[config.mk]
export PLATFORM = sky130hd
export DESIGN_NAME = supply_monitor_event_router
export DESIGN_NICKNAME = d
export VERILOG_FILES = /design/src/logic/supply_monitor_pkg.sv /design/src/logic/serial_control_slave.sv /design/src/logic/thermistor_current_dac.sv /design/src/logic/supply_monitor_event_router.sv
export SDC_FILE = /design/constraint.sdc
export NUM_CORES = 1
export LEC_CHECK = 0
export BUFFER_PORTS_ARGS = -buffer_cell sky130_fd_sc_hd__buf_4
export CORE_ASPECT_RATIO = 0.9
export CORE_MARGIN = 5
export CORE_UTILIZATION = 50
export CTS_CLUSTER_SIZE = 40
export DETAILED_ROUTE_END_ITERATION = 8
export HOLD_SLACK_MARGIN = 0.06
export PLACE_DENSITY = 0.91
export REMOVE_ABC_BUFFERS = 1
export SLEW_MARGIN = 40
export SYNTH_ARGS = -nofsm -noshare
export SYNTH_HDL_FRONTEND = slang
export SYNTH_SLANG_ARGS = --single-unit
[constraint.sdc]
create_clock -name clk_sys_i -period 2.6 [get_ports clk_sys_i]
set_clock_uncertainty 0.05 [all_clocks]
set_input_delay 0.13 -clock clk_sys_i [delete_from_list [all_inputs] [get_ports clk_sys_i]]
set_output_delay 0.13 -clock clk_sys_i [all_outputs]
set_load 0.05 [all_outputs]
[src/logic/supply_monitor_pkg.sv]
/*
 Constants, register map and field layout for the supply monitor event router.
 Assumes one 25 MHz system clock and a synchronous active-low reset from the device core.
*/
package supply_monitor_pkg;

	localparam int unsigned ADDR_W = 7;
	localparam int unsigned DATA_W = 8;
	localparam int unsigned SRC_A_N = 8;
	localparam int unsigned SRC_B_N = 7;
	localparam int unsigned SRC_N = 15;
	localparam int unsigned DAC_N = 2;
	localparam int unsigned CODE_W = 6;
	localparam int unsigned CURR_W = 10;

	typedef logic [ADDR_W-1:0] reg_addr_t;
	typedef logic [DATA_W-1:0] reg_data_t;
	typedef logic [SRC_N-1:0] src_vec_t;
	typedef logic [SRC_N-1:0][DATA_W-1:0] src_meas_t;
	typedef logic [CODE_W-1:0] dac_code_t;
	typedef logic [CURR_W-1:0] dac_curr_t;

	// Register offsets
	localparam reg_addr_t ENABLE_A_ADDR = 7'h21;
	localparam reg_addr_t ENABLE_B_ADDR = 7'h22;
	localparam reg_addr_t ROUTE_A_ADDR = 7'h23;
	localparam reg_addr_t ROUTE_B_ADDR = 7'h24;
	localparam reg_addr_t FLAGS_A_ADDR = 7'h25;
	localparam reg_addr_t FLAGS_B_ADDR = 7'h26;
	localparam reg_addr_t THERM_ONE_ADDR = 7'h27;
	localparam reg_addr_t THERM_TWO_ADDR = 7'h28;

	// Field layout and reset values
	localparam reg_data_t REG_RESET = 8'h00;
	localparam reg_data_t GROUP_B_MASK = 8'h7F;
	localparam reg_data_t CURR_REG_MASK = 8'h7F;
	localparam int unsigned CURR_EN_BIT = 6;
	localparam int unsigned RAIL_THREE_BIT = 6;
	localparam int unsigned RAIL_FOUR_BIT = 7;

	// Current source scale: full scale minus one step per code
	localparam dac_curr_t CURR_FULL_MA = 10'h237;
	localparam dac_curr_t CURR_STEP_MA = 10'h009;

	// Serial frame: write flag, 7 address bits, 8 data bits, most significant first
	localparam logic [4:0] FRAME_BITS = 5'h10;
	localparam logic [4:0] HDR_BITS = 5'h08;
	localparam logic [4:0] LAST_BIT = 5'h0F;
	localparam logic FRAME_WRITE = 1'b1;

endpackage : supply_monitor_pkg

[src/logic/serial_control_slave.sv]
/*
 Serial control port slave: 16-bit frames, sampled on the system clock.
 Assumes the serial clock is much slower than the system clock and that inputs are synchronous.
*/
`timescale 1ns/1ps
module serial_control_slave
	import supply_monitor_pkg::*;
(
	// Clock and reset
	input wire logic clk_sys_i,
	input wire logic rst_n_i,
	// Serial pins
	input wire logic sclk_i,
	input wire logic sen_n_i,
	input wire logic sdi_i,
	output logic sdo_o,
	output logic sdo_oe_n_o,
	// Register side
	output supply_monitor_pkg::reg_addr_t rd_addr_o,
	input wire supply_monitor_pkg::reg_data_t rd_data_i,
	output logic wr_stb_o,
	output supply_monitor_pkg::reg_addr_t wr_addr_o,
	output supply_monitor_pkg::reg_data_t wr_data_o
);
	import supply_monitor_pkg::*;

	logic sclk_reg;
	logic [4:0] cnt_reg;
	logic [14:0] rx_reg;
	reg_data_t tx_reg;
	logic is_read_reg;

	wire sclk_rise = sclk_i && !sclk_reg;
	wire sclk_fall = !sclk_i && sclk_reg;
	wire last_rise = sclk_rise && !sen_n_i && (cnt_reg == LAST_BIT);

	assign rd_addr_o = rx_reg[ADDR_W-1:0];
	assign sdo_o = tx_reg[DATA_W-1];
	assign sdo_oe_n_o = !(is_read_reg && !sen_n_i && (cnt_reg >= HDR_BITS));

	always_ff @(posedge clk_sys_i)
	begin
		if (!rst_n_i)
		begin
			sclk_reg <= 1'b0;
			cnt_reg <= '0;
			rx_reg <= '0;
			tx_reg <= REG_RESET;
			is_read_reg <= 1'b0;
		end
		else
		begin
			sclk_reg <= sclk_i;
			if (sen_n_i)
			begin
				cnt_reg <= '0;
				is_read_reg <= 1'b0;
			end
			else if (sclk_rise && cnt_reg < FRAME_BITS)
			begin
				rx_reg <= {rx_reg[13:0], sdi_i};
				cnt_reg <= cnt_reg + 5'h01;
			end
			else if (sclk_fall && cnt_reg == HDR_BITS)
			begin
				// Address is complete: load read data ahead of the first data edge
				is_read_reg <= (rx_reg[ADDR_W] != FRAME_WRITE);
				tx_reg <= rd_data_i;
			end
			else if (sclk_fall && cnt_reg > HDR_BITS)
				tx_reg <= {tx_reg[DATA_W-2:0], 1'b0};
		end
	end

	always_ff @(posedge clk_sys_i)
	begin
		if (!rst_n_i)
		begin
			wr_stb_o <= 1'b0;
			wr_addr_o <= '0;
			wr_data_o <= REG_RESET;
		end
		else
		begin
			wr_stb_o <= last_rise && (rx_reg[14] == FRAME_WRITE);
			if (last_rise)
			begin
				wr_addr_o <= rx_reg[13:7];
				wr_data_o <= {rx_reg[6:0], sdi_i};
			end
		end
	end

endmodule : serial_control_slave

[src/logic/thermistor_current_dac.sv]
/*
 Digital side of one thermistor current source: magnitude and pin release.
 Assumes the analog source follows current_ma_o and floats the pin when pin_oe_n_o is high.
*/
`timescale 1ns/1ps
module thermistor_current_dac
	import supply_monitor_pkg::*;
(
	// Clock and reset
	input wire logic clk_sys_i,
	input wire logic rst_n_i,
	// Control
	input wire logic enable_i,
	input wire supply_monitor_pkg::dac_code_t code_i,
	// Analog side
	output supply_monitor_pkg::dac_curr_t current_ma_o,
	output logic pin_oe_n_o
);
	import supply_monitor_pkg::*;

	// Linear scale: each code step removes one equal step, code 63 gives zero
	wire dac_curr_t scaled = CURR_FULL_MA - (CURR_STEP_MA * {4'h0, code_i});
	wire dac_curr_t current_next = enable_i ? scaled : '0;

	always_ff @(posedge clk_sys_i)
	begin
		if (!rst_n_i)
		begin
			current_ma_o <= '0;
			pin_oe_n_o <= 1'b1;
		end
		else
		begin
			current_ma_o <= current_next;
			pin_oe_n_o <= !enable_i;
		end
	end

endmodule : thermistor_current_dac

[src/logic/supply_monitor_event_router.sv]
/*
 Supply monitor event router: limit comparison, sticky flags, enable and route registers,
 interrupt and global reset requests, and the two thermistor current source controls.
 Assumes measurements and limits arrive from the converter core, synchronous to clk_sys_i.
*/
`timescale 1ns/1ps
module supply_monitor_event_router
	import supply_monitor_pkg::*;
(
	// Clock and reset
	input wire logic clk_sys_i,
	input wire logic rst_n_i,
	// Serial control port
	input wire logic sclk_i,
	input wire logic sen_n_i,
	input wire logic sdi_i,
	output logic sdo_o,
	output logic sdo_oe_n_o,
	// Monitor inputs, sources 0..7 first group, 8..14 second group
	input wire supply_monitor_pkg::src_meas_t meas_value_i,
	input wire supply_monitor_pkg::src_meas_t under_limit_i,
	input wire supply_monitor_pkg::src_meas_t over_limit_i,
	// Event outputs
	output logic interrupt_out_n_o,
	output logic global_reset_req_o,
	// Thermistor current sources
	output supply_monitor_pkg::dac_curr_t thermistor_one_current_ma_o,
	output supply_monitor_pkg::dac_curr_t thermistor_two_current_ma_o,
	output logic thermistor_one_pin_oe_n_o,
	output logic thermistor_two_pin_oe_n_o
);
	import supply_monitor_pkg::*;

	reg_addr_t rd_addr;
	reg_data_t rd_data;
	logic wr_stb;
	reg_addr_t wr_addr;
	reg_data_t wr_data;

	reg_data_t event_enable_a_reg;
	reg_data_t event_enable_b_reg;
	reg_data_t event_route_a_reg;
	reg_data_t event_route_b_reg;
	reg_data_t thermistor_one_current_reg;
	reg_data_t thermistor_two_current_reg;
	src_vec_t event_flags_reg;
	src_vec_t event_flags_next;
	logic interrupt_out_n_next;
	logic global_reset_req_next;

	src_vec_t out_of_limit;
	src_vec_t enable_vec;
	src_vec_t route_vec;
	src_vec_t irq_pending;
	src_vec_t reset_pending;

	serial_control_slave u_port (
		.clk_sys_i(clk_sys_i),
		.rst_n_i(rst_n_i),
		.sclk_i(sclk_i),
		.sen_n_i(sen_n_i),
		.sdi_i(sdi_i),
		.sdo_o(sdo_o),
		.sdo_oe_n_o(sdo_oe_n_o),
		.rd_addr_o(rd_addr),
		.rd_data_i(rd_data),
		.wr_stb_o(wr_stb),
		.wr_addr_o(wr_addr),
		.wr_data_o(wr_data)
	);

	// Limit comparison, one comparator pair per source
	genvar g;
	generate
		for (g = 0; g < SRC_N; g++)
		begin : g_cmp
			assign out_of_limit[g] = (meas_value_i[g] < under_limit_i[g])
				|| (meas_value_i[g] > over_limit_i[g]);
		end
	endgenerate

	// Both groups joined into one vector in their register bit order
	assign enable_vec = {event_enable_b_reg[SRC_B_N-1:0], event_enable_a_reg};
	assign route_vec = {event_route_b_reg[SRC_B_N-1:0], event_route_a_reg};

	// A cleared enable bit removes the source from both paths
	assign irq_pending = event_flags_reg & enable_vec & ~route_vec;
	assign reset_pending = out_of_limit & enable_vec & route_vec;

	assign event_flags_next = event_flags_reg | out_of_limit;
	assign interrupt_out_n_next = !(|irq_pending);
	assign global_reset_req_next = |reset_pending;

	// Register write decode
	wire wr_enable_a = wr_stb && (wr_addr == ENABLE_A_ADDR);
	wire wr_enable_b = wr_stb && (wr_addr == ENABLE_B_ADDR);
	wire wr_route_a = wr_stb && (wr_addr == ROUTE_A_ADDR);
	wire wr_route_b = wr_stb && (wr_addr == ROUTE_B_ADDR);
	wire wr_therm_one = wr_stb && (wr_addr == THERM_ONE_ADDR);
	wire wr_therm_two = wr_stb && (wr_addr == THERM_TWO_ADDR);

	// Read decode; flag registers are read-only and unmapped offsets read zero
	wire reg_data_t flags_a_rd = event_flags_reg[SRC_A_N-1:0];
	wire reg_data_t flags_b_rd = {1'b0, event_flags_reg[SRC_N-1:SRC_A_N]};
	assign rd_data =
		(rd_addr == ENABLE_A_ADDR) ? event_enable_a_reg :
		(rd_addr == ENABLE_B_ADDR) ? event_enable_b_reg :
		(rd_addr == ROUTE_A_ADDR) ? event_route_a_reg :
		(rd_addr == ROUTE_B_ADDR) ? event_route_b_reg :
		(rd_addr == FLAGS_A_ADDR) ? flags_a_rd :
		(rd_addr == FLAGS_B_ADDR) ? flags_b_rd :
		(rd_addr == THERM_ONE_ADDR) ? thermistor_one_current_reg :
		(rd_addr == THERM_TWO_ADDR) ? thermistor_two_current_reg :
		REG_RESET;

	always_ff @(posedge clk_sys_i)
	begin
		if (!rst_n_i)
		begin
			event_enable_a_reg <= REG_RESET;
			event_enable_b_reg <= REG_RESET;
			event_route_a_reg <= REG_RESET;
			event_route_b_reg <= REG_RESET;
		end
		else
		begin
			if (wr_enable_a)
				event_enable_a_reg <= wr_data;
			if (wr_enable_b)
				event_enable_b_reg <= wr_data & GROUP_B_MASK;
			if (wr_route_a)
				event_route_a_reg <= wr_data;
			if (wr_route_b)
				event_route_b_reg <= wr_data & GROUP_B_MASK;
		end
	end

	always_ff @(posedge clk_sys_i)
	begin
		if (!rst_n_i)
		begin
			thermistor_one_current_reg <= REG_RESET;
			thermistor_two_current_reg <= REG_RESET;
		end
		else
		begin
			if (wr_therm_one)
				thermistor_one_current_reg <= wr_data & CURR_REG_MASK;
			if (wr_therm_two)
				thermistor_two_current_reg <= wr_data & CURR_REG_MASK;
		end
	end

	// Flags clear only on reset; events are recorded whatever the enable bits say
	always_ff @(posedge clk_sys_i)
	begin
		if (!rst_n_i)
		begin
			event_flags_reg <= '0;
			interrupt_out_n_o <= 1'b1;
			global_reset_req_o <= 1'b0;
		end
		else
		begin
			event_flags_reg <= event_flags_next;
			interrupt_out_n_o <= interrupt_out_n_next;
			global_reset_req_o <= global_reset_req_next;
		end
	end

	// Current sources
	thermistor_current_dac u_dac_one (
		.clk_sys_i(clk_sys_i),
		.rst_n_i(rst_n_i),
		.enable_i(thermistor_one_current_reg[CURR_EN_BIT]),
		.code_i(thermistor_one_current_reg[CODE_W-1:0]),
		.current_ma_o(thermistor_one_current_ma_o),
		.pin_oe_n_o(thermistor_one_pin_oe_n_o)
	);

	thermistor_current_dac u_dac_two (
		.clk_sys_i(clk_sys_i),
		.rst_n_i(rst_n_i),
		.enable_i(thermistor_two_current_reg[CURR_EN_BIT]),
		.code_i(thermistor_two_current_reg[CODE_W-1:0]),
		.current_ma_o(thermistor_two_current_ma_o),
		.pin_oe_n_o(thermistor_two_pin_oe_n_o)
	);

	// Checks

	chk_flag_sticky_hold: assert property (
		@(posedge clk_sys_i) disable iff (!rst_n_i)
		1'b1 |=> ((event_flags_reg & $past(event_flags_reg)) == $past(event_flags_reg)))
	else $error("a set event flag was lost without reset");

	chk_flag_event_set: assert property (
		@(posedge clk_sys_i) disable iff (!rst_n_i)
		(|out_of_limit) |=> ((event_flags_reg & $past(out_of_limit)) == $past(out_of_limit)))
	else $error("an out-of-limit event did not set its flag");

	chk_flag_no_spurious: assert property (
		@(posedge clk_sys_i) disable iff (!rst_n_i)
		(out_of_limit == '0) |=> (event_flags_reg == $past(event_flags_reg)))
	else $error("a flag changed without an event");

	chk_flag_reset_clear: assert property (
		@(posedge clk_sys_i) disable iff (!rst_n_i)
		$rose(rst_n_i) |-> (event_flags_reg == '0))
	else $error("flags not clear after reset");

	chk_irq_assert_path: assert property (
		@(posedge clk_sys_i) disable iff (!rst_n_i)
		(|(event_flags_reg & enable_vec & ~route_vec)) |=> !interrupt_out_n_o)
	else $error("interrupt not asserted for an enabled flag");

	chk_irq_mask_block: assert property (
		@(posedge clk_sys_i) disable iff (!rst_n_i)
		((event_flags_reg & enable_vec & ~route_vec) == '0) |=> interrupt_out_n_o)
	else $error("interrupt asserted with no enabled flag");

	chk_reset_route_raise: assert property (
		@(posedge clk_sys_i) disable iff (!rst_n_i)
		(|(out_of_limit & enable_vec & route_vec)) |=> global_reset_req_o)
	else $error("global reset not requested for routed event");

	chk_reset_mask_block: assert property (
		@(posedge clk_sys_i) disable iff (!rst_n_i)
		((out_of_limit & enable_vec & route_vec) == '0) |=> !global_reset_req_o)
	else $error("global reset requested without enabled routed event");

	chk_rail_four_enable: assert property (
		@(posedge clk_sys_i) disable iff (!rst_n_i)
		(out_of_limit[RAIL_FOUR_BIT] && event_enable_a_reg[RAIL_FOUR_BIT] && event_route_a_reg[RAIL_FOUR_BIT])
		|=> global_reset_req_o)
	else $error("rail four event ignored while enabled");

	chk_group_b_bit7: assert property (
		@(posedge clk_sys_i) disable iff (!rst_n_i)
		wr_enable_b |=> (event_enable_b_reg == ($past(wr_data) & GROUP_B_MASK)))
	else $error("second enable register write wrong");

	chk_route_a_store: assert property (
		@(posedge clk_sys_i) disable iff (!rst_n_i)
		wr_route_a |=> (event_route_a_reg == $past(wr_data)))
	else $error("first route register did not store write");

	chk_dac_off_float: assert property (
		@(posedge clk_sys_i) disable iff (!rst_n_i)
		!thermistor_one_current_reg[CURR_EN_BIT] [*2]
		|-> (thermistor_one_pin_oe_n_o && (thermistor_one_current_ma_o == '0)))
	else $error("disabled current source still driving");

	chk_dac_code_scale: assert property (
		@(posedge clk_sys_i) disable iff (!rst_n_i)
		thermistor_two_current_reg[CURR_EN_BIT]
		|=> (thermistor_two_current_ma_o
			== CURR_FULL_MA - (CURR_STEP_MA * {4'h0, $past(thermistor_two_current_reg[CODE_W-1:0])})))
	else $error("current magnitude does not match code");

	chk_dac_on_drive: assert property (
		@(posedge clk_sys_i) disable iff (!rst_n_i)
		thermistor_two_current_reg[CURR_EN_BIT] |=> !thermistor_two_pin_oe_n_o)
	else $error("enabled current source pin not driven");

	chk_rail_three_enable: assert property (
		@(posedge clk_sys_i) disable iff (!rst_n_i)
		(out_of_limit[RAIL_THREE_BIT] && event_enable_a_reg[RAIL_THREE_BIT] && event_route_a_reg[RAIL_THREE_BIT])
		|=> global_reset_req_o)
	else $error("rail three event ignored while enabled");

	chk_enable_a_store: assert property (
		@(posedge clk_sys_i) disable iff (!rst_n_i)
		wr_enable_a
		|=> (event_enable_a_reg == $past(wr_data)))
	else $error("first enable register did not store write");

	chk_route_b_store: assert property (
		@(posedge clk_sys_i) disable iff (!rst_n_i)
		wr_route_b
		|=> (event_route_b_reg == ($past(wr_data) & GROUP_B_MASK)))
	else $error("second route register write wrong");

	chk_therm_one_store: assert property (
		@(posedge clk_sys_i) disable iff (!rst_n_i)
		wr_therm_one
		|=> (thermistor_one_current_reg == ($past(wr_data) & CURR_REG_MASK)))
	else $error("first current register write wrong");

	chk_therm_two_store: assert property (
		@(posedge clk_sys_i) disable iff (!rst_n_i)
		wr_therm_two
		|=> (thermistor_two_current_reg == ($past(wr_data) & CURR_REG_MASK)))
	else $error("second current register write wrong");

	chk_dac_two_float: assert property (
		@(posedge clk_sys_i) disable iff (!rst_n_i)
		!thermistor_two_current_reg[CURR_EN_BIT] [*2]
		|-> (thermistor_two_pin_oe_n_o && (thermistor_two_current_ma_o == '0)))
	else $error("disabled second current source still driving");

	chk_dac_one_drive: assert property (
		@(posedge clk_sys_i) disable iff (!rst_n_i)
		thermistor_one_current_reg[CURR_EN_BIT]
		|=> !thermistor_one_pin_oe_n_o)
	else $error("enabled first current source pin not driven");

	chk_dac_full_scale: assert property (
		@(posedge clk_sys_i) disable iff (!rst_n_i)
		(thermistor_one_current_reg[CURR_EN_BIT] && (thermistor_one_current_reg[CODE_W-1:0] == '0))
		|=> (thermistor_one_current_ma_o == CURR_FULL_MA))
	else $error("lowest code does not give full current");

	chk_dac_zero_scale: assert property (
		@(posedge clk_sys_i) disable iff (!rst_n_i)
		(thermistor_one_current_reg[CURR_EN_BIT] && (thermistor_one_current_reg[CODE_W-1:0] == '1))
		|=> (thermistor_one_current_ma_o == '0))
	else $error("highest code does not give zero current");

	chk_flags_a_read_only: assert property (
		@(posedge clk_sys_i) disable iff (!rst_n_i)
		(wr_stb && (wr_addr == FLAGS_A_ADDR) && (out_of_limit == '0))
		|=> (event_flags_reg == $past(event_flags_reg)))
	else $error("write changed the first flag register");

	chk_flags_b_read_only: assert property (
		@(posedge clk_sys_i) disable iff (!rst_n_i)
		(wr_stb && (wr_addr == FLAGS_B_ADDR) && (out_of_limit == '0))
		|=> (event_flags_reg == $past(event_flags_reg)))
	else $error("write changed the second flag register");

	chk_mask_all_quiet: assert property (
		@(posedge clk_sys_i) disable iff (!rst_n_i)
		(enable_vec == '0)
		|=> (interrupt_out_n_o && !global_reset_req_o))
	else $error("event acted with every source disabled");

	chk_irq_low_source: assert property (
		@(posedge clk_sys_i) disable iff (!rst_n_i)
		!interrupt_out_n_o
		|-> $past(|(event_flags_reg & enable_vec & ~route_vec)))
	else $error("interrupt low without an enabled flag");

	chk_reset_req_source: assert property (
		@(posedge clk_sys_i) disable iff (!rst_n_i)
		global_reset_req_o
		|-> $past(|(out_of_limit & enable_vec & route_vec)))
	else $error("global reset request without a routed event");

endmodule : supply_monitor_event_router

### Word-level counts from Yosys, hierarchy flattened

Cells that the tools add are included.

| operators by class | value |
|---|---|
| multiply operators | 2 |
| mux-type cells | 10 |
| bitwise gates (word level) | 10 |
| $lt $le $gt $ge | 33 |
| equality and inequality tests | 16 |
| reductions and logical operators | 47 |
| add/subtract/negate cells | 3 |

Operator list:

| operator | number |
|---|---|
| $gt A8 B8 Y1 | 15 |
| $lt A8 B8 Y1 | 15 |
| $eq A7 B6 Y1 const B | 14 |
| $and A15 B15 Y15 | 4 |
| $mux W8 | 7 |
| $reduce_or A15 Y1 | 2 |
| $mux W7 | 3 |
| $mul A4 B6 Y10 const A | 2 |
| $sub A10 B10 Y10 const A | 2 |
| $logic_and A1 B1 Y1 | 16 |
| $logic_or A1 B1 Y1 | 15 |
| $not A15 Y15 | 1 |
| $or A15 B15 Y15 | 1 |
| $eq A5 B4 Y1 const B | 2 |
| $reduce_and A2 Y1 | 4 |
| $logic_not A1 Y1 | 7 |
| $add A5 B1 Y5 const B | 1 |
| $ge A5 B4 Y1 const B | 1 |
| $gt A5 B4 Y1 const B | 1 |
| $lt A5 B5 Y1 const B | 1 |
| $not A1 Y1 | 4 |
| $reduce_and A3 Y1 | 1 |
| $reduce_bool A2 Y1 | 1 |
| $reduce_or A2 Y1 | 1 |

| word-level totals | value |
|---|---|
| bits in registers | 129 |

### Logic depth before layout (Yosys ltp)

Gate-level depths: netlist of run 1.

| logic depth | value |
|---|---|
| word-level depth | 10 |
| depth in mapped cells | 10 |
| gate-level depth less buffers | 10 |

### Modules after synthesis

From an unflattened synthesis of run 1, not the netlist that was laid out.

| unflattened totals | value |
|---|---|
| cells, all modules | 1489 |
| area, all modules | 11741.3 um^2 |

By module, submodules not included:

| module | cells an instance | sequential area each (um^2) | instances | area each (um^2) |
|---|---|---|---|---|
| supply_monitor_event_router | 1123 | 1221.2 | 1 | 8588.2 |
| serial_control_slave | 220 | 920.9 | 1 | 1876.8 |
| thermistor_current_dac | 73 | 220.2 | 2 | 638.1 |

### Least setup slack after synthesis of run 1

OpenSTA, ideal clock, no wires.

| timing | value |
|---|---|
| kind | register to register |
| from | register thermistor_two_current_reg[3] |
| to | register u_dac_two.current_ma_o[9] |
| slack | 0.561 ns |
| buffers on the path | 0 |
| arrival time | 1.862 ns |
| library setup time | 0.127 ns |
| clock period less this slack | 2.039 ns |
| stages on the path, launching flop included | 11 |
| required time | 2.423 ns |
| cells stage by stage | dfxtp_1 > ha_1 > inv_1 > ha_1 > a21o_1 > a21oi_1 > o21bai_1 > a21oi_1 > o21ai_0 > xnor2_1 > nor2_1 |

| between the ends | value |
|---|---|
| longest elaborated chain between the ends | 2 |

Ends and longest elaborated chain:

| item | line | RTL |
|---|---|---|
| start: declaration | supply_monitor_event_router.sv:45 | `reg_data_t thermistor_two_current_reg;` |
| start signal: assignment | supply_monitor_event_router.sv:150 | `thermistor_two_current_reg <= wr_data & CURR_REG_MASK;` |
| $mul A4 B6 Y10 | thermistor_current_dac.sv:22 | `wire dac_curr_t scaled = CURR_FULL_MA - (CURR_STEP_MA * {4'h0, code_i});` |
| $sub A10 B10 Y10 | thermistor_current_dac.sv:22 |  |
| end signal: assignment | thermistor_current_dac.sv:34 | `current_ma_o <= current_next;` |
| end: declaration | thermistor_current_dac.sv:16 | `output supply_monitor_pkg::dac_curr_t current_ma_o,` |

No other way between the ends.
A chain may end at the register's enable or synchronous reset.

### Worst setup path after layout of run 1

| timing | value |
|---|---|
| from | register u_port.rx_reg[5] |
| to | register u_port.tx_reg[1] |

| between the ends | value |
|---|---|
| longest elaborated chain between the ends | 10 |
| elaborated cells on any way between the ends | 17 |

Ends and longest elaborated chain:

| item | line | RTL |
|---|---|---|
| start: declaration | serial_control_slave.sv:29 | `logic [14:0] rx_reg;` |
| start signal: assignment | serial_control_slave.sv:61 | `rx_reg <= {rx_reg[13:0], sdi_i};` |
| $eq A7 B6 Y1 | supply_monitor_event_router.sv:113 | `(rd_addr == THERM_TWO_ADDR) ? thermistor_two_current_reg :` |
| $mux W7 | supply_monitor_event_router.sv:113 |  |
| $mux W7 | supply_monitor_event_router.sv:112 | `(rd_addr == THERM_ONE_ADDR) ? thermistor_one_current_reg :` |
| $mux W7 | supply_monitor_event_router.sv:111 | `(rd_addr == FLAGS_B_ADDR) ? flags_b_rd :` |
| $mux W8 | supply_monitor_event_router.sv:110 | `(rd_addr == FLAGS_A_ADDR) ? flags_a_rd :` |
| $mux W8 | supply_monitor_event_router.sv:109 | `(rd_addr == ROUTE_B_ADDR) ? event_route_b_reg :` |
| $mux W8 | supply_monitor_event_router.sv:108 | `(rd_addr == ROUTE_A_ADDR) ? event_route_a_reg :` |
| $mux W8 | supply_monitor_event_router.sv:107 | `(rd_addr == ENABLE_B_ADDR) ? event_enable_b_reg :` |
| $mux W8 * | supply_monitor_event_router.sv:106 | `(rd_addr == ENABLE_A_ADDR) ? event_enable_a_reg :` |
| $mux W8 * | serial_control_slave.sv:64 | `else if (sclk_fall && cnt_reg == HDR_BITS)` |
| end signal: assignment | serial_control_slave.sv:68 | `tx_reg <= rd_data_i;` |
| end signal: assignment | serial_control_slave.sv:71 | `tx_reg <= {tx_reg[DATA_W-2:0], 1'b0};` |
| end: declaration | serial_control_slave.sv:30 | `reg_data_t tx_reg;` |

Every way passes the cells marked *; elsewhere a longest branch is shown, timed or not.

==> impl_summary.txt, run 1 <==
----------------------------------------------------
[Placement]
  HPWL after DPL ... 32040 um
  Last weighted congestion value of the routability-driven placer ... 1.090
  Number of buffers inserted by port buffering ... 390
  Cell Count Post-Placement ... 2159

[Timing]
  Slew of the pin with the lowest slew margin ... 0.6514 ns
  Max-slew violation count ... 0
  Total negative slack for setup checks ... 0 ns
  Relative max-transition margin ... 0.5596
  Number of endpoints with negative hold slack in the final report ... 0
  Tmin final ... 2.289 ns
  Unrepaired setup endpoints after global routing ... no
  Post-route fraction of the period consumed by the critical path ... 0.8805
  Final setup vio count ... 0
  Top achievable clock speed ... 0.4368 GHz

[Detailed routing]
  ANT nets after route ... 0
  DR iter-0 viols ... 992
  Vias post-DR ... 12010
  Drt first pass iters ... 5
  Residual DRC ... 0
  Routed wire length ... 37810 um
  Routed len/inst ... 17.20 um
  Number of vias per cell ... 5.465

[Cells and area]
  Final net count ... 2500
  Share of layout cells above drive strength 1 ... 0.2353
  Synth-to-layout area growth ... 34.37%
  Final cell count without fillers ... 2198
  Utilization after layout ... 0.6846

[Critical path]
  Kind of cell adding the most delay to the critical path ... compound AO/OA/AOI/OAI gates
  Required time reported for the critical path endpoint ... 2.90 ns
  Arrival time reported for the critical path endpoint ... 2.59 ns
  Maximum cell stage delay along the critical path ... 0.44 ns
  Critical path, cell by cell ... or3b_1, nor3_4, o21ai_2, a221oi_2, a221oi_1, a211o_1, a31oi_1
  Kind of critical path ... flip-flop to flip-flop
  Number of buffers and inverters on the critical path ... 0
  Critical Path Source Type ... flip-flop
  Nature of the critical path endpoint ... flip-flop
  Slowest-stage cell, CP ... nor3_4
  Critical-path maximum fanout ... 12

[Clock network]
  Number of instances resized during post-cts repair ... 0
  CTS Root Buffer Type ... clkbuf_16
  CTS H-Tree Depth ... 4
  Clk slew on worst S/H paths ... 0.06 ns
  Clock buffers created by TritonCTS ... 17
  Worst-Skew Late Latency ... 0.42 ns
  CTS tree ... yes
  CTS max path bufs ... 2
  Clock tree sinks ... 129

[Logic synthesis]
  Most instantiated cells after synthesis ... inv_1, ha_1, nand2_1
  Share of synthesized flip-flops with an asynchronous set or reset ... 0
  Syn Inst Count ... 1488
  Mean Syn Cell Area ... 7.708 um2
  Fraction of post-synthesis cell area in the top cell type by area ... 0.2705
  Cell with the most instances after synthesis ... inv_1
  Portion of the post-synthesis area used by sequential elements ... 0.2252
  Cell area after synthesis ... 0.01147 mm2
  Biggest area consumer among synthesized cells ... ha_1
  Cells taking the most area after synthesis ... ha_1, dfxtp_1, inv_1
  FF+latch count, synth ... 129
  Number of enable-type register cells in the synthesized netlist ... 0
  Most instantiated flip-flop cell in the synthesis netlist ... dfxtp_1
  Number of warnings issued by yosys ... 0
  Number of different library cells in the post-synthesis netlist ... 71

[GRT]
  Grt met1 use ... 0.3366
  Most used routing layer ... met2
  Initial antenna violation count ... 1
  Met3 routing resource usage after global routing ... 0.04596
  Global Route Usage Sum ... 0.2761
  Maximum number of pins on one net before global-route repair ... 61
  Vias in the first global route ... 12060
  Wire length of the first global-routing pass ... 58840 um
  Aggregate global routing overflow ... 0
  GRT met2 Usage ... 0.4906

[Flow run]
  Max-cap violations ... 0

[Floorplanning]
  Num ports ... 391
  Y dimension of the die ... 153.7 um
  Initial Utilization ... 0.5095
  Number of core rows ... 52
  Area enclosed by the die boundary ... 0.02607 mm2
  Die extent in x ... 169.7 um
  Area of the placeable core ... 0.02251 mm2

[Worst hold path]
  Worst hold-check path type ... input pin to flip-flop

[Power]
  Power Total ... 5.716 mW
  Leakage Power ... 7.994 nW
  PwrDens ... 370.9 mW/mm2
  Maximum vdd drop ... 284.6 uV

[Outcome]
  Status ... completed

----------------------------------------------------
## path summary, 6_finish.rpt
| check | startpoint | end | slack, ns | cells past startpoint |
|---|---|---|---|---|
| max reg2reg | u_port.rx_reg[5] | u_port.tx_reg[1] | 0.31 | 7 |
| max | u_port.rx_reg[5] | u_port.tx_reg[1] | 0.31 | 7 |
| min reg2reg | u_port.rx_reg[14] | u_port.wr_stb_o | 0.39 | 2 |
| min | meas_value_i[111] | event_flags_reg[13] | 0.19 | 5 |
## routing by layer
| layer | routed length [um] | up-vias | part of all wire |
|---|---|---|---|
| met3 | 2884 | 94 | 0.076 |
| met5 | 0 | - | 0 |
| met2 | 18350 | 522 | 0.49 |
| li1 | - | 5909 | - |
| met1 | 15280 | 5488 | 0.40 |
| met4 | 1284 | 0 | 0.034 |
## cells by family (layout without fill, tap and decap cells)
group,count (synthesis),count (layout),share of synthesized area
AND/OR/NAND/NOR,423,423,0.1713
AO/OA/AOI/OAI,316,316,0.1772
buffers and inverters,308,720,0.1016
adder cells (fa/ha/maj),248,248,0.2705
flip-flops,129,129,0.2252
multiplexers,49,49,0.04287
XOR/XNOR,15,15,0.01145
other,0,1,0
## metrics by stage
step	setup WS [ns]	area [um2]	hold WS (ns)
floorplan	0.3735	11340	0.1459
global placement	0.3034	14770	0.2962
detailed placement	0.2803	14770	0.3168
CTS	0.3117	15400	0.1779
global route	0.1385	15410	0.2451
finish	0.3108	15410	0.1935
## where the power goes
part	total, mW	switching (mW)	internal [mW]
sequential	2.03	0.0259	2.00
combinational	1.42	0.660	0.756
clock	2.27	0.861	1.41
## final cells by class
cell class	count	area, um2
diodes	1	2.502
flip-flops and latches	129	2582
inverters	276	1036
repair buffers	412	3120
fillers	1849	7099
clock inverters	9	81.33
multi-input cells	1051	7730
well taps	297	371.6
clock buffers	23	488.0
## timing repair
item                                    in CTS  in global routing
hold endpoints to repair                    10                  0
setup buffers                                0                  0
endpoints found under the setup margin       0                  0
hold buffers                                 6                  0
## tightest hold or removal path, stage by stage
cell and delay (ns):
buf_4 0.09, ha_1 0.13, a21oi_1 0.03, o21ai_0 0.12
a31oi_1 0.09
## placed cells by master, fill, tap and decap left out, drive strengths merged, types with 9 or more instances in the layout
| master | instances |
|---|---|
| buf | 406 |
| inv | 275 |
| ha | 248 |
| nand2 | 143 |
| nor2 | 131 |
| dfxtp | 129 |
| a21oi | 118 |
| mux2i | 48 |
| o21ai | 48 |
| nand3 | 32 |
| a21o | 29 |
| nand4 | 23 |
| clkbuf | 23 |
| nor3 | 17 |
| nand2b | 16 |
| nor2b | 16 |
| a211oi | 15 |
| and3 | 10 |
| o22ai | 10 |
| xnor2 | 9 |
Power figures use the tool's default switching activity.
==> run 2, diff against run 1 <==
==> constraint.sdc (replaced) <==
create_clock -name clk_sys_i -period 2.4 [get_ports clk_sys_i]
set_clock_uncertainty 0.05 [all_clocks]
set_input_delay 0.12 -clock clk_sys_i [delete_from_list [all_inputs] [get_ports clk_sys_i]]
set_output_delay 0.12 -clock clk_sys_i [all_outputs]
set_load 0.05 [all_outputs]
==> run 2 against run 1 <==
Utilization barely moved. Critical path depth grew 2. Global-route usage shrank 0.17 points. Total power rose by 6.0%. Non-clock buffer count grew 10. Clock-buffer cell count shrank 2. Combinational power rose by 8%. Via count about the same. Register-to-register slack got worse by 0.17 ns. Worst hold slack worse by 0.044 ns. Largest power group unchanged. First-iteration DRC count down 16%. Design area hardly changed.
==> impl_summary.txt, run 2 (synthesized netlist as in run 1, its figures left out) <==
----------------------------------------------------
[Critical path]
  Arrival time reported for the critical path endpoint ... 2.50 ns (-0.09 ns)
  Critical-path maximum fanout ... 8 (-4)
  Critical Path Source Type ... flip-flop
  Nature of the critical path endpoint ... flip-flop
  Worst r2r path cells ... 9 (+2)
  Worst R2R Setup Slack ... 0.14 ns (-0.17 ns)
  Worst R2R Start ... thermistor_one_current_reg[2]
  End of the worst register-to-register path ... u_dac_one.current_ma_o[9]
  Required time reported for the critical path endpoint ... 2.64 ns (-0.26 ns)
  Kind of critical path ... flip-flop to flip-flop

[Placement]
  Last weighted congestion value of the routability-driven placer ... 1.035 (-5.0%)
  Worst setup timing slack at the placement stage ... 0.07491 ns (-0.2054 ns)
  Instance area after placement ... 0.01484 mm2 (+0.47%)
  HPWL after DPL ... 31990 um (-0.16%)
  Number of buffers inserted by port buffering ... 390 (unchanged)

[Floorplanning]
  Y dimension of the die ... 153.7 um (unchanged)
  Area of the placeable core ... 0.02251 mm2 (unchanged)
  Initial Utilization ... 0.5095 (unchanged)
  Area enclosed by the die boundary ... 0.02607 mm2 (unchanged)
  Num ports ... 391 (unchanged)
  Number of core rows ... 52 (unchanged)
  Die extent in x ... 169.7 um (unchanged)

[Timing]
  Total negative slack for setup checks ... 0 ns (unchanged)
  Number of endpoints with negative hold slack in the final report ... 0 (unchanged)
  Top achievable clock speed ... 0.4425 GHz (+1.3%)
  Post-route fraction of the period consumed by the critical path ... 0.9416 (+0.06107)
  Relative max-transition margin ... 0.5596 (unchanged)
  Final setup vio count ... 0 (unchanged)
  Slew of the pin with the lowest slew margin ... 0.6606 ns (+0.009178 ns)
  Tmin final ... 2.260 ns (-0.02952 ns)
  Max-slew violation count ... 0 (unchanged)
  Setup ws final ... 0.1403 ns (-0.1705 ns)
  Unrepaired setup endpoints after global routing ... no

[GRT]
  Initial antenna violation count ... 0 (-1)
  Vias in the first global route ... 11920 (-1.2%)
  Maximum number of pins on one net before global-route repair ... 50 (-18%)
  Aggregate global routing overflow ... 0 (unchanged)
  Global Route Usage Sum ... 0.2743 (-0.001744)
  Wire length of the first global-routing pass ... 58560 um (-0.47%)

[Clock network]
  CTS max path bufs ... 2 (unchanged)
  CTS Root Buffer Type ... clkbuf_16
  Clk slew on worst S/H paths ... 0.05 ns (about the same)
  Worst-Skew Late Latency ... 0.42 ns (about the same)
  Clock buffers created by TritonCTS ... 17 (unchanged)
  CTS tree ... yes
  Clock tree sinks ... 129 (unchanged)
  CTS H-Tree Depth ... 4 (unchanged)

[Cells and area]
  Count of fill cells added during filler insertion ... 1833 (-0.87%)
  Synth-to-layout area growth ... 34.40% (about the same)
  Antenna fix cells ... 0 (-1)
  Post-route cell area ... 0.01541 mm2 (about the same)
  Share of layout cells above drive strength 1 ... 0.2388 (+0.003582)
  Multi-input gate area ... 0.007722 mm2 (about the same)
  Most common cell after layout, fill and taps aside ... buf_4
  Utilization after layout ... 0.6847 (about the same)
  FF/Latch Area ... 0.002584 mm2 (about the same)
  Highest-count cells in the layout ignoring fill and taps ... buf_4, inv_1, ha_1
  Final net count ... 2510 (+0.40%)

[Detailed routing]
  Drt first pass iters ... 5 (unchanged)
  DR iter-0 viols ... 835 (-16%)
  Routed wire length ... 37280 um (-1.4%)
  Vias post-DR ... 12010 (-0.058%)
  Number of vias per cell ... 5.452 (-0.24%)
  ANT nets after route ... 0 (unchanged)
  Routed len/inst ... 16.93 um (-1.6%)
  Residual DRC ... 0 (unchanged)

[Power]
  Leakage Power ... 8.022 nW (+0.35%)
  PwrDens ... 393.0 mW/mm2 (+6.0%)
  Maximum vdd drop ... 294.2 uV (+3.3%)

[Flow run]
  Max-cap violations ... 0 (unchanged)

[Worst hold path]
  Hold Path End ... u_port.cnt_reg[4]
  Worst hold path depth ... 3 (-2)
  Launch point of the worst hold path ... sen_n_i
  Worst hold-check path type ... input pin to flip-flop

[Outcome]
  Status ... completed

----------------------------------------------------
run 2: cell count changes in the layout (fill, tap and decap cells not counted), moves of 2 or more:
cell,change
dlygate4sd3_1,-2
clkbuf_8,-2
clkinv_2,-2
buf_4,+13
run 2: report_power, final:
group,leakage [nW],switching (mW),total (mW),internal [mW]
Combinational,6.73,0.708,1.53,0.819
Sequential,1.05,0.0281,2.20,2.17
Clock,0.249,0.889,2.33,1.44
Total,8.02,1.63,6.06,4.43
run 2: layer usage:
metal | global-route usage | share of wire
met5 | 0 | 0
met3 | 0.04750 | 0.076
met2 | 0.4829 | 0.48
met4 | 0.09161 | 0.036
met1 | 0.3376 | 0.41
run 2: through the flow:
step                      std cells  hold slack (ns)  power (mW)
after CTS                      2201           0.1337       6.066
after global routing           2202           0.1725       6.394
after global placement         2170           0.2882       3.702
after floorplan                1456           0.1359       2.988
after detailed placement       2170           0.3060       3.757
final                          2202           0.1491       6.058
run 2: worst max-delay path by stage:
stage                                  startpoint                         to  cells after the start
global placement                 meas_value_i[38]         global_reset_req_o                      9
CTS                 thermistor_one_current_reg[3]  u_dac_one.current_ma_o[9]                     10
finish              thermistor_one_current_reg[2]  u_dac_one.current_ma_o[9]                      9
floorplan                        u_port.rx_reg[0]           u_port.tx_reg[1]                      7
global route        thermistor_two_current_reg[3]  u_dac_two.current_ma_o[9]                     10
detailed placement               meas_value_i[99]         global_reset_req_o                     10
run 2: cell type report:
cell class,count,area share
clock buffers,21,0.02987
multi-input cells,1051,0.5010
flip-flops and latches,129,0.1676
inverters,276,0.06721
well taps,297,0.02411
clock inverters,6,0.004058
repair buffers,422,0.2062
run 2: what timing repair did:
item / 4_1_cts / 5_1_grt
hold endpoints to repair: 7 / 0
endpoints found under the setup margin: 0 / 2
hold buffers: 4 / 0
gates resized for setup: 0 / 1
buffers inserted: 0 / 1
run 2: worst max-delay path: stages, from the launching register on:
cell	delay, ns
dfxtp_1	0.59
inv_1	0.10
ha_1	0.34
a21o_1	0.19
a21oi_1	0.21
o21bai_1	0.09
a21oi_1	0.21
o21ai_0	0.14
xnor2_1	0.15
nor2_1	0.05
